$ cat src/rtl/pgr_pkg.sv
// Package of constants and types for the PLL gating and phase reconfiguration controller
package pgr_pkg;
    // Management port widths
    localparam int ADDR_W = 10;
    localparam int DATA_W = 8;
    // Mode field position and encodings in the management address
    localparam int MODE_MSB = 9;
    localparam int MODE_LSB = 8;
    localparam logic [1:0] MODE_STREAM = 2'h0;
    localparam logic [1:0] MODE_ADVANCED = 2'h1;
    localparam logic [1:0] MODE_GATING = 2'h2;
    localparam logic [1:0] MODE_PHASE = 2'h3;
    // Phase shift write-data layout: step count, direction, counter select
    localparam int STEPS_MSB = 2;
    localparam int STEPS_LSB = 0;
    localparam int DIR_BIT = 3;
    localparam int CNT_MSB = 7;
    localparam int CNT_LSB = 4;
    // Values after reset
    localparam logic [7:0] GATE_RESET = 8'hFF;
    // Cycles of wait held after a gating write
    localparam int GATE_WAIT_CYCLES = 2;
    // Cycles waited after each phase step before a done can end it; without done the wait never ends
    localparam int STEP_GAP_CYCLES = 4;
    typedef enum logic [2:0] {
        PGR_IDLE,
        PGR_GATE,
        PGR_STEP,
        PGR_WAIT_DONE,
        PGR_GAP
    } pgr_state_t;
endpackage

$ cat src/rtl/pgr_ctrl.sv
// PLL clock gating and dynamic phase shift reconfiguration controller
module pgr_ctrl #(
    parameter int GATE_SYNC_STAGES = 2
) (
    input wire logic clk_i,
    input wire logic resetn_i,
    input wire logic mgmt_reset_i,
    input wire logic [pgr_pkg::ADDR_W-1:0] mgmt_address_i,
    input wire logic [pgr_pkg::DATA_W-1:0] mgmt_writedata_i,
    input wire logic mgmt_write_i,
    output logic [pgr_pkg::DATA_W-1:0] mgmt_readdata_o,
    output logic mgmt_waitrequest_o,
    output logic [pgr_pkg::DATA_W-1:0] clk_gate_en_o,
    output logic phase_en_o,
    output logic phase_updn_o,
    output logic [3:0] phase_cnt_sel_o,
    input wire logic phase_done_i
);
    import pgr_pkg::*;

    // Reset release through two flops; management reset acts as sync clear
    logic rst_meta;
    logic rst_sync_n;
    always_ff @(posedge clk_i or negedge resetn_i) begin
        if (!resetn_i) begin
            rst_meta <= 1'b0;
            rst_sync_n <= 1'b0;
        end else begin
            rst_meta <= 1'b1;
            rst_sync_n <= rst_meta;
        end
    end

    // Phase done comes from the PLL domain, so it is synchronised first
    logic done_meta;
    logic done_sync;
    logic done_prev;
    logic done_rise;
    always_ff @(posedge clk_i or negedge rst_sync_n) begin
        if (!rst_sync_n) begin
            done_meta <= 1'b0;
            done_sync <= 1'b0;
            done_prev <= 1'b0;
        end else begin
            done_meta <= phase_done_i;
            done_sync <= done_meta;
            done_prev <= done_sync;
        end
    end

    pgr_state_t state, next_state;
    logic [DATA_W-1:0] gate_reg, next_gate_reg;
    logic [GATE_SYNC_STAGES*DATA_W-1:0] gate_pipe, next_gate_pipe;
    logic [STEPS_MSB-STEPS_LSB:0] steps, next_steps;
    logic updn, next_updn;
    logic [3:0] cnt_sel, next_cnt_sel;
    logic [2:0] timer, next_timer;
    logic step_en, next_step_en;
    logic done_seen, next_done_seen;
    logic [1:0] mode;
    logic gate_load;
    logic phase_load;

    assign mode = mgmt_address_i[MODE_MSB:MODE_LSB];
    // A phase write is taken only while idle
    assign phase_load = (state == PGR_IDLE) && mgmt_write_i && (mode == MODE_PHASE);

    // Only a fresh rise counts: done left high from the last step is stale
    assign done_rise = done_sync && !done_prev;

    // Next-state logic for the sequencer
    always_comb begin
        next_state = state;
        next_steps = steps;
        next_timer = timer;
        next_step_en = 1'b0;
        next_done_seen = done_seen;
        unique case (state)
            PGR_IDLE: begin
                // A write is taken only here, so writes under wait are ignored
                if (gate_load) begin
                    next_timer = 3'(GATE_WAIT_CYCLES);
                    next_state = PGR_GATE;
                end else if (phase_load) begin
                    next_steps = mgmt_writedata_i[STEPS_MSB:STEPS_LSB];
                    next_state = PGR_STEP;
                end
            end
            // Hold wait for the fixed gating span
            PGR_GATE: begin
                if (timer <= 3'h1) begin
                    next_state = PGR_IDLE;
                end else begin
                    next_timer = timer - 3'h1;
                end
            end
            PGR_STEP: begin
                // A step count of zero still issues one step
                next_step_en = 1'b1;
                next_done_seen = 1'b0;
                next_timer = 3'(STEP_GAP_CYCLES);
                next_state = PGR_WAIT_DONE;
            end
            PGR_WAIT_DONE: begin
                if (done_rise) begin
                    next_done_seen = 1'b1;
                end
                if (timer != 3'h0) begin
                    next_timer = timer - 3'h1;
                end
                if ((done_rise || done_seen) && timer == 3'h0) begin
                    next_state = PGR_GAP;
                end
            end
            // One cycle between steps, then the next step or back to idle
            PGR_GAP: begin
                if (steps <= 3'h1) begin
                    next_state = PGR_IDLE;
                end else begin
                    next_steps = steps - 3'h1;
                    next_state = PGR_STEP;
                end
            end
            default: next_state = PGR_IDLE;
        endcase
    end

    // Sequencer registers; management reset returns all to reset values
    always_ff @(posedge clk_i or negedge rst_sync_n) begin
        if (!rst_sync_n) begin
            state <= PGR_IDLE;
            steps <= '0;
            timer <= 3'h0;
            step_en <= 1'b0;
            done_seen <= 1'b0;
        end else if (mgmt_reset_i) begin
            state <= PGR_IDLE;
            steps <= '0;
            timer <= 3'h0;
            step_en <= 1'b0;
            done_seen <= 1'b0;
        end else begin
            state <= next_state;
            steps <= next_steps;
            timer <= next_timer;
            step_en <= next_step_en;
            done_seen <= next_done_seen;
        end
    end

    // A gating write is taken only while idle
    assign gate_load = (state == PGR_IDLE) && mgmt_write_i && (mode == MODE_GATING);

    // Next values of the gate byte and its delay pipe
    always_comb begin
        next_gate_reg = gate_reg;
        if (gate_load) begin
            next_gate_reg = mgmt_writedata_i;
        end
        // Shift the byte in; the oldest stage drives the gate outputs
        next_gate_pipe = {gate_pipe[(GATE_SYNC_STAGES-1)*DATA_W-1:0], gate_reg};
    end

    // Gate registers; both resets leave every output clock running
    always_ff @(posedge clk_i or negedge rst_sync_n) begin
        if (!rst_sync_n) begin
            gate_reg <= GATE_RESET;
            gate_pipe <= {GATE_SYNC_STAGES{GATE_RESET}};
        end else if (mgmt_reset_i) begin
            gate_reg <= GATE_RESET;
            gate_pipe <= {GATE_SYNC_STAGES{GATE_RESET}};
        end else begin
            gate_reg <= next_gate_reg;
            gate_pipe <= next_gate_pipe;
        end
    end

    // Direction and counter select, held for the whole shift
    always_comb begin
        next_updn = updn;
        next_cnt_sel = cnt_sel;
        if (phase_load) begin
            next_updn = mgmt_writedata_i[DIR_BIT];
            next_cnt_sel = mgmt_writedata_i[CNT_MSB:CNT_LSB];
        end
    end

    // Phase setting registers
    always_ff @(posedge clk_i or negedge rst_sync_n) begin
        if (!rst_sync_n) begin
            updn <= 1'b0;
            cnt_sel <= 4'h0;
        end else if (mgmt_reset_i) begin
            updn <= 1'b0;
            cnt_sel <= 4'h0;
        end else begin
            updn <= next_updn;
            cnt_sel <= next_cnt_sel;
        end
    end

    // Wait is combinational so it rises in the cycle after the write
    assign mgmt_waitrequest_o = (state != PGR_IDLE) || mgmt_reset_i;
    // Pipe output lands as wait falls when GATE_SYNC_STAGES is 2, a cycle later per extra stage; the PLL may apply it later still
    assign clk_gate_en_o = gate_pipe[GATE_SYNC_STAGES*DATA_W-1 -: DATA_W];
    assign phase_en_o = step_en;
    assign phase_updn_o = updn;
    assign phase_cnt_sel_o = cnt_sel;
    assign mgmt_readdata_o = gate_reg;
endmodule

$ cat config.mk
export PLATFORM = sky130hd
export DESIGN_NAME = pgr_ctrl
export DESIGN_NICKNAME = d
export VERILOG_FILES = /design/src/rtl/pgr_pkg.sv /design/src/rtl/pgr_ctrl.sv
export SDC_FILE = /design/constraint.sdc
export NUM_CORES = 1
export LEC_CHECK = 0
export BUFFER_PORTS_ARGS = -buffer_cell sky130_fd_sc_hd__buf_2
export CAP_MARGIN = 40
export CORE_ASPECT_RATIO = 0.6
export CORE_MARGIN = 5
export CORE_UTILIZATION = 45
export CTS_BUF_LIST = sky130_fd_sc_hd__clkbuf_8
export DETAILED_ROUTE_END_ITERATION = 10
export PLACE_DENSITY_LB_ADDON = 0.12
export SLEW_MARGIN = 20
export SYNTH_ARGS = -nofsm -noshare
export SYNTH_HDL_FRONTEND = slang
export SYNTH_SLANG_ARGS = --single-unit
$ cat constraint.sdc
create_clock -name clk_i -period 1.7 [get_ports clk_i]
set_clock_uncertainty 0.1 [all_clocks]
set_input_delay 0.34 -clock clk_i [delete_from_list [all_inputs] [get_ports clk_i]]
set_output_delay 0.34 -clock clk_i [all_outputs]
set_load 0.01 [all_outputs]
==> impl_results.md, run 1 <==
- Status: complete, but fails checks
- Failing checks: setup timing
- Post-synth EDFFs: 0
- Starting Density: 47.6%
- Top Ports: 46
- Worst r2r path cells: 6
- 1st-iter DRT viols: 48
- Worst r2r src: timer[0]
- Hold-critical path endpoint: done_meta
- Core area: 4210 um^2
- Area growth syn-to-layout: 26.3%
- Via density: 4.85
- Port-buffer cells: 37
- Clock root cell: clkbuf_8
- Hold_ws: 0.0467 ns
- Slew margin rel.: 64.5%
- Post-DRT Antenna Nets: 0
- Largest net degree at the start of global routing: 44
- Max cap viols: 0
- Total die area: 5940 um^2
- Time the worst path needs with I/O delays and setup: 1.71 ns
- Worst-margin pin slew: 0.533 ns
- Clock Sinks: 45
- DP Area: 2290 um^2
- Die width: 96.2 um
- Netlist Area Pre-Place: 2010 um^2
- Detailed-placement wirelength estimate: 3000 um
- Final worst slack: -0.00787 ns
- Final hold violation count: 0
- Syn_area_per_cell: 10.5 um^2
- Synth unique cells: 36
- 1st-pass router iterations: 4
- Post-synth top cells: dfstp_2, nand2_1, dfrtp_1
- Post-synth top area cell: dfstp_2
- Share of cells above drive strength 1: 53.1%
- First-pass GRT wire length: 7040 um
- CTS max path bufs: 2
- DRC viols: 0
- #FFs+latches synth: 45
- Main synth FF type: dfstp_2
- Gr ovfl total: 0
- Hold Crit Depth: 1
- CTS tree: done
- Top post-synthesis cells by area: dfstp_2, dfrtp_1, or2_2, nand3_1, nand2_1
- Clock Latency Late Sink: 0.30 ns
- F_max: 586 MHz
- Final Cell Area: 2530 um^2
- Cell breakdown of the critical path: buf_4 -> ha_1 -> o21ba_4 -> nor4_2 -> a21oi_2 -> mux2_4
- Tot Pwr: 2.41 mW
- Syn_nets: 219
- Crit share post-route: 100%
- Worst slack at placement: -0.0222 ns
- Worst path max stage delay: 0.41 ns
- WL final: 4300 um
- Min-Delay Path Class: input port to register
- WL/cell: 14.4 um
- Die height: 61.7 um
- CP required: 1.79 ns
- Crit end category: register
- Clock buffer count from CTS: 5
- Rows: 18
- Pleak: 1.12 nW
- Hold_sp: phase_done_i
- Worst setup SP type: register
- Grt met3 use: 4.21%
- Initial antenna violation count: 0
- Power Density: 953 nW/um^2
- Diodes inserted: 0
- Met2 GRT Util: 23.6%
- DR vias: 1451
- Critical Path Slowest Stage Cell: dfrtp_1
- Final Util: 60.2%
- Total track usage: 16.0%
- Crit Path Max Fanout: 4
- # setup viols final: 1
- Post-synth top area share: 31.4%
- Met1 GRT Util: 23.1%
- # H-tree levels: 2
- Routability cong.: 0.840
- RSZ-0062 raised after global routing: true
- Peak supply drop: 0.480 mV
- FF-to-FF setup slack: -0.008 ns
- Asr flop ratio synth: 100%
- Critical path arrival: 1.80 ns
- Worst setup path class: register to register
- Top-count cell post-synth: dfstp_2
- Final Slew Violations: 0
- Post-synthesis sequential area ratio: 57.6%
- Clock slew at reported path FFs: 0.09 ns
- Final net count: 266
- Reg-to-Reg End: timer[0]
- Syn Inst Count: 191
- Gr busiest metal: met2
- Vias in the first global route: 1423
- Yosys warnings: 0
[stage by stage]
stage,setup TNS [ns],instances
floorplan,-0.00334,191
global placement,0,285
detailed placement,-0.0222,285
CTS,0,297
global route,-0.240,299
finish,-0.00787,299
[layout make-up]
cell class	count	area, um^2
clock buffer	5	68.8
clock inverter	3	45.0
fill	359	1680
inverter	9	33.8
multi-input combinational	119	798
sequential	45	1160
tap	60	75.1
timing repair buffer	58	353
[layout by cell type, fill, tap and decap left out, types with 4 or more instances in the layout]
cell / n
a21oi_1: 8
or2_2: 16
buf_4: 18
nand3_1: 19
nand2_1: 22
dfrtp_1: 18
inv_1: 7
nor2_1: 4
clkbuf_8: 5
dfstp_2: 24
a21oi_2: 4
o21ai_0: 5
buf_2: 37
[power by group]
part	internal [mW]	leakage, nW	switching [mW]	total, mW
clock network	0.441	0.0587	0.381	0.822
registers	1.14	0.525	0.0334	1.17
logic	0.198	0.538	0.222	0.420
total	1.78	1.12	0.636	2.41
[kinds of logic (layout without fill, tap and decap cells)]
family / Yosys count / count (layout) / share of synthesized area (%)
other: 1 / 1 / 0.187
AO/OA/AOI/OAI: 30 / 30 / 9.42
multiplexers: 4 / 4 / 2.06
buffers and inverters: 27 / 75 / 6.92
AND/OR/NAND/NOR: 79 / 79 / 20.6
flip-flops: 45 / 45 / 57.6
adder cells (fa/ha/maj): 5 / 5 / 3.12
[state kept, by name (all words and copies together) (netlist names)]
name and cells:
rst_sync_n 1, phase_cnt_sel_o 4, rst_meta 1, done_meta 1, done_sync 1, state 3
steps 3, phase_en_o 1, mgmt_readdata_o 8, timer 3, done_seen 1, gate_pipe 16
phase_updn_o 1, done_prev 1
[timing repair]
action,in CTS,in global routing
buffers inserted,3,2
pin swaps,0,7
setup endpoints to repair,5,7
gates resized for setup,8,11
endpoints found under the hold margin,2,0
hold buffers,1,0
[layer usage]
metal,up-vias,part of all wire (%)
li1,724,-
met3,5,6.3
met2,35,45
met4,0,0.98
met1,687,48
met5,-,0
[how the worst max path moves through the flow]
stage / end / from / slack [ns]
2_1_floorplan: timer[0] / timer[0] / -0.003
3_3_place_gp: timer[0] / timer[1] / 0.02
3_5_place_dp: timer[0] / timer[1] / -0.02
4_1_cts: timer[0] / timer[1] / 0.004
5_1_grt: timer[0] / timer[0] / -0.07
6_report: timer[0] / timer[0] / -0.008
[worst max-delay path: cells and delay by family, from the launching register on]
kind	cells	cell delay, ns
mux	1	0.31
flops	1	0.41
fa+ha+maj	1	0.19
compound gates	2	0.38
buf+inv	1	0.16
simple gates	1	0.04
(Power assumes the default switching activity.)
==> run 2, diff against run 1 <==
==> constraint.sdc (replaced) <==
create_clock -name clk_i -period 2 [get_ports clk_i]
set_clock_uncertainty 0.1 [all_clocks]
set_input_delay 0.4 -clock clk_i [delete_from_list [all_inputs] [get_ports clk_i]]
set_output_delay 0.4 -clock clk_i [all_outputs]
set_load 0.01 [all_outputs]
==> run 2 against run 1 <==
Compared with the run above: the flow now finishes without violations; global-route usage is 0.56 points lower; largest cell class unchanged; sequential power is 15% lower; critical endpoint is now mgmt_waitrequest_o; clock power is 14% lower; via count is 0.41% lower.
==> impl_results.md, run 2 (same netlist as run 1, synthesis figures left out) <==
- Status: complete, no violations
- Sequential share of power: 50.1%
- F_max: 520 MHz
- Share of cells above drive strength 1: 45.2%
- Worst setup SP type: register
- Crit Path Max Fanout: 9
- # setup viols final: 0
- # H-tree levels: 2
- Final Cell Area: 2390 um^2
- Top Ports: 46
- Clock slew at reported path FFs: 0.08 ns
- Final net count: 257
- Comb power frac: 14.3%
- Rows: 18
- Clock root cell: clkbuf_8
- Final hold violation count: 0
- Net Switching: 0.500 mW
- RSZ-0062 raised after global routing: false
- Commonest non-fill, non-tap cells in the layout: buf_2, dfstp_2, nand2_1
- Leading cell type in the layout, fill and taps excluded: buf_2
- Core area: 4210 um^2
- Initial antenna violation count: 0
- Largest net degree at the start of global routing: 40
- Setup TNS: 0 ns
- Pleak: 1.07 nW
- Crit end category: output port
- Max reg flops: 16
- CTS tree: done
- Peak supply drop: 0.402 mV
- Port-buffer cells: 37
- Detailed-placement wirelength estimate: 3010 um
- Crit share post-route: 96.1%
- Max cap viols: 0
- DRC viols: 0
- 1st-iter DRT viols: 105
- 1st-pass router iterations: 4
- Clock buffer count from CTS: 5
- Storage element area: 1160 um^2
- WL/cell: 14.5 um
- WL final: 4190 um
- Diodes inserted: 0
- Vias in the first global route: 1369
- Time the worst path needs with I/O delays and setup: 1.92 ns
- Min-Delay Path Class: register to asynchronous set/reset pin
- Routability cong.: 0.843
- Via density: 4.98
- Clock Sinks: 45
- CTS max path bufs: 2
- Clock power share: 35.5%
- Top reg by flops: gate_pipe
- Internal: 1.50 mW
- Critical path arrival: 1.42 ns
- Clock Latency Late Sink: 0.29 ns
- Area growth syn-to-layout: 19.1%
- Gr ovfl total: 0
- First-pass GRT wire length: 6850 um
- DP Area: 2240 um^2
- Footprint of the multi-input gates: 713 um^2
- Fillers: 387
- Final Slew Violations: 0
- Sw frac: 25.0%
- Total die area: 5940 um^2
- CP required: 1.50 ns
- Power Density: 837 nW/um^2
- Die width: 96.2 um
- Worst setup path class: register to output port
- Post-DRT Antenna Nets: 0
- DR vias: 1445
- Die height: 61.7 um
- Starting Density: 47.6%
- Total track usage: 15.4%
run 2: through the flow:
step	worst slack (ns)	utilization, %	power, mW	std cells	hold WS, ns
after floorplan	0.112	-	1.19	191	0.00441
after global placement	0.177	53.1	1.29	280	0.0847
after detailed placement	0.150	53.1	1.29	280	0.0869
after CTS	0.0899	56.2	2.01	289	0.100
after global routing	0.00465	56.7	2.10	290	0.0927
final	0.0781	56.7	2.00	290	0.0601
run 2: cell type report:
cell class / count / area share, %
sequential: 45 / 48.5
multi-input combinational: 119 / 29.9
clock inverter: 2 / 1.52
inverter: 9 / 1.41
clock buffer: 6 / 3.46
tap: 60 / 3.14
timing repair buffer: 49 / 12.2
run 2: timing repair:
action / CTS / global route
setup buffers: 0 / 0
gates resized for setup: 0 / 1
hold endpoints to repair: 2 / 0
endpoints found under the setup margin: 0 / 3
hold buffers: 1 / 0
run 2: critical path, cell delays in order, from the launching register on:
cell and delay, ns:
dfrtp_1 0.49, buf_4 0.20, nor2_1 0.21, nand2_1 0.08
buf_2 0.14
run 2: final timing paths:
check | startpoint | to | slack (ns) | depth (start not counted)
setup / recovery | state[0] | mgmt_waitrequest_o | 0.08 | 4
hold / removal | rst_sync_n | phase_cnt_sel_o[0] | 0.06 | 0
setup reg to reg | timer[1] | timer[0] | 0.17 | 7
hold reg to reg | rst_sync_n | phase_cnt_sel_o[0] | 0.06 | 0
max in group asynchronous | rst_sync_n | gate_pipe[9] | 1.23 | 1
min in group clk_i | phase_done_i | done_meta | 0.11 | 1
run 2: power groups by stage:
stage          clock network, mW  registers (mW)  logic (mW)
3_5_place_dp                   0            1.03       0.266
2_1_floorplan                  0            1.02       0.165
6_report                   0.710            1.00       0.287
3_3_place_gp                   0            1.03       0.260
5_1_grt                    0.765            1.01       0.324
4_1_cts                    0.729            1.01       0.270
run 2: per-layer routing:
layer,up-vias,share of wire [%],global-route usage (%)
li1,703,-,-
met1,697,51,23.7
met2,45,42,21.4
met3,0,7.3,4.81
met4,0,0,3.04
met5,-,0,0
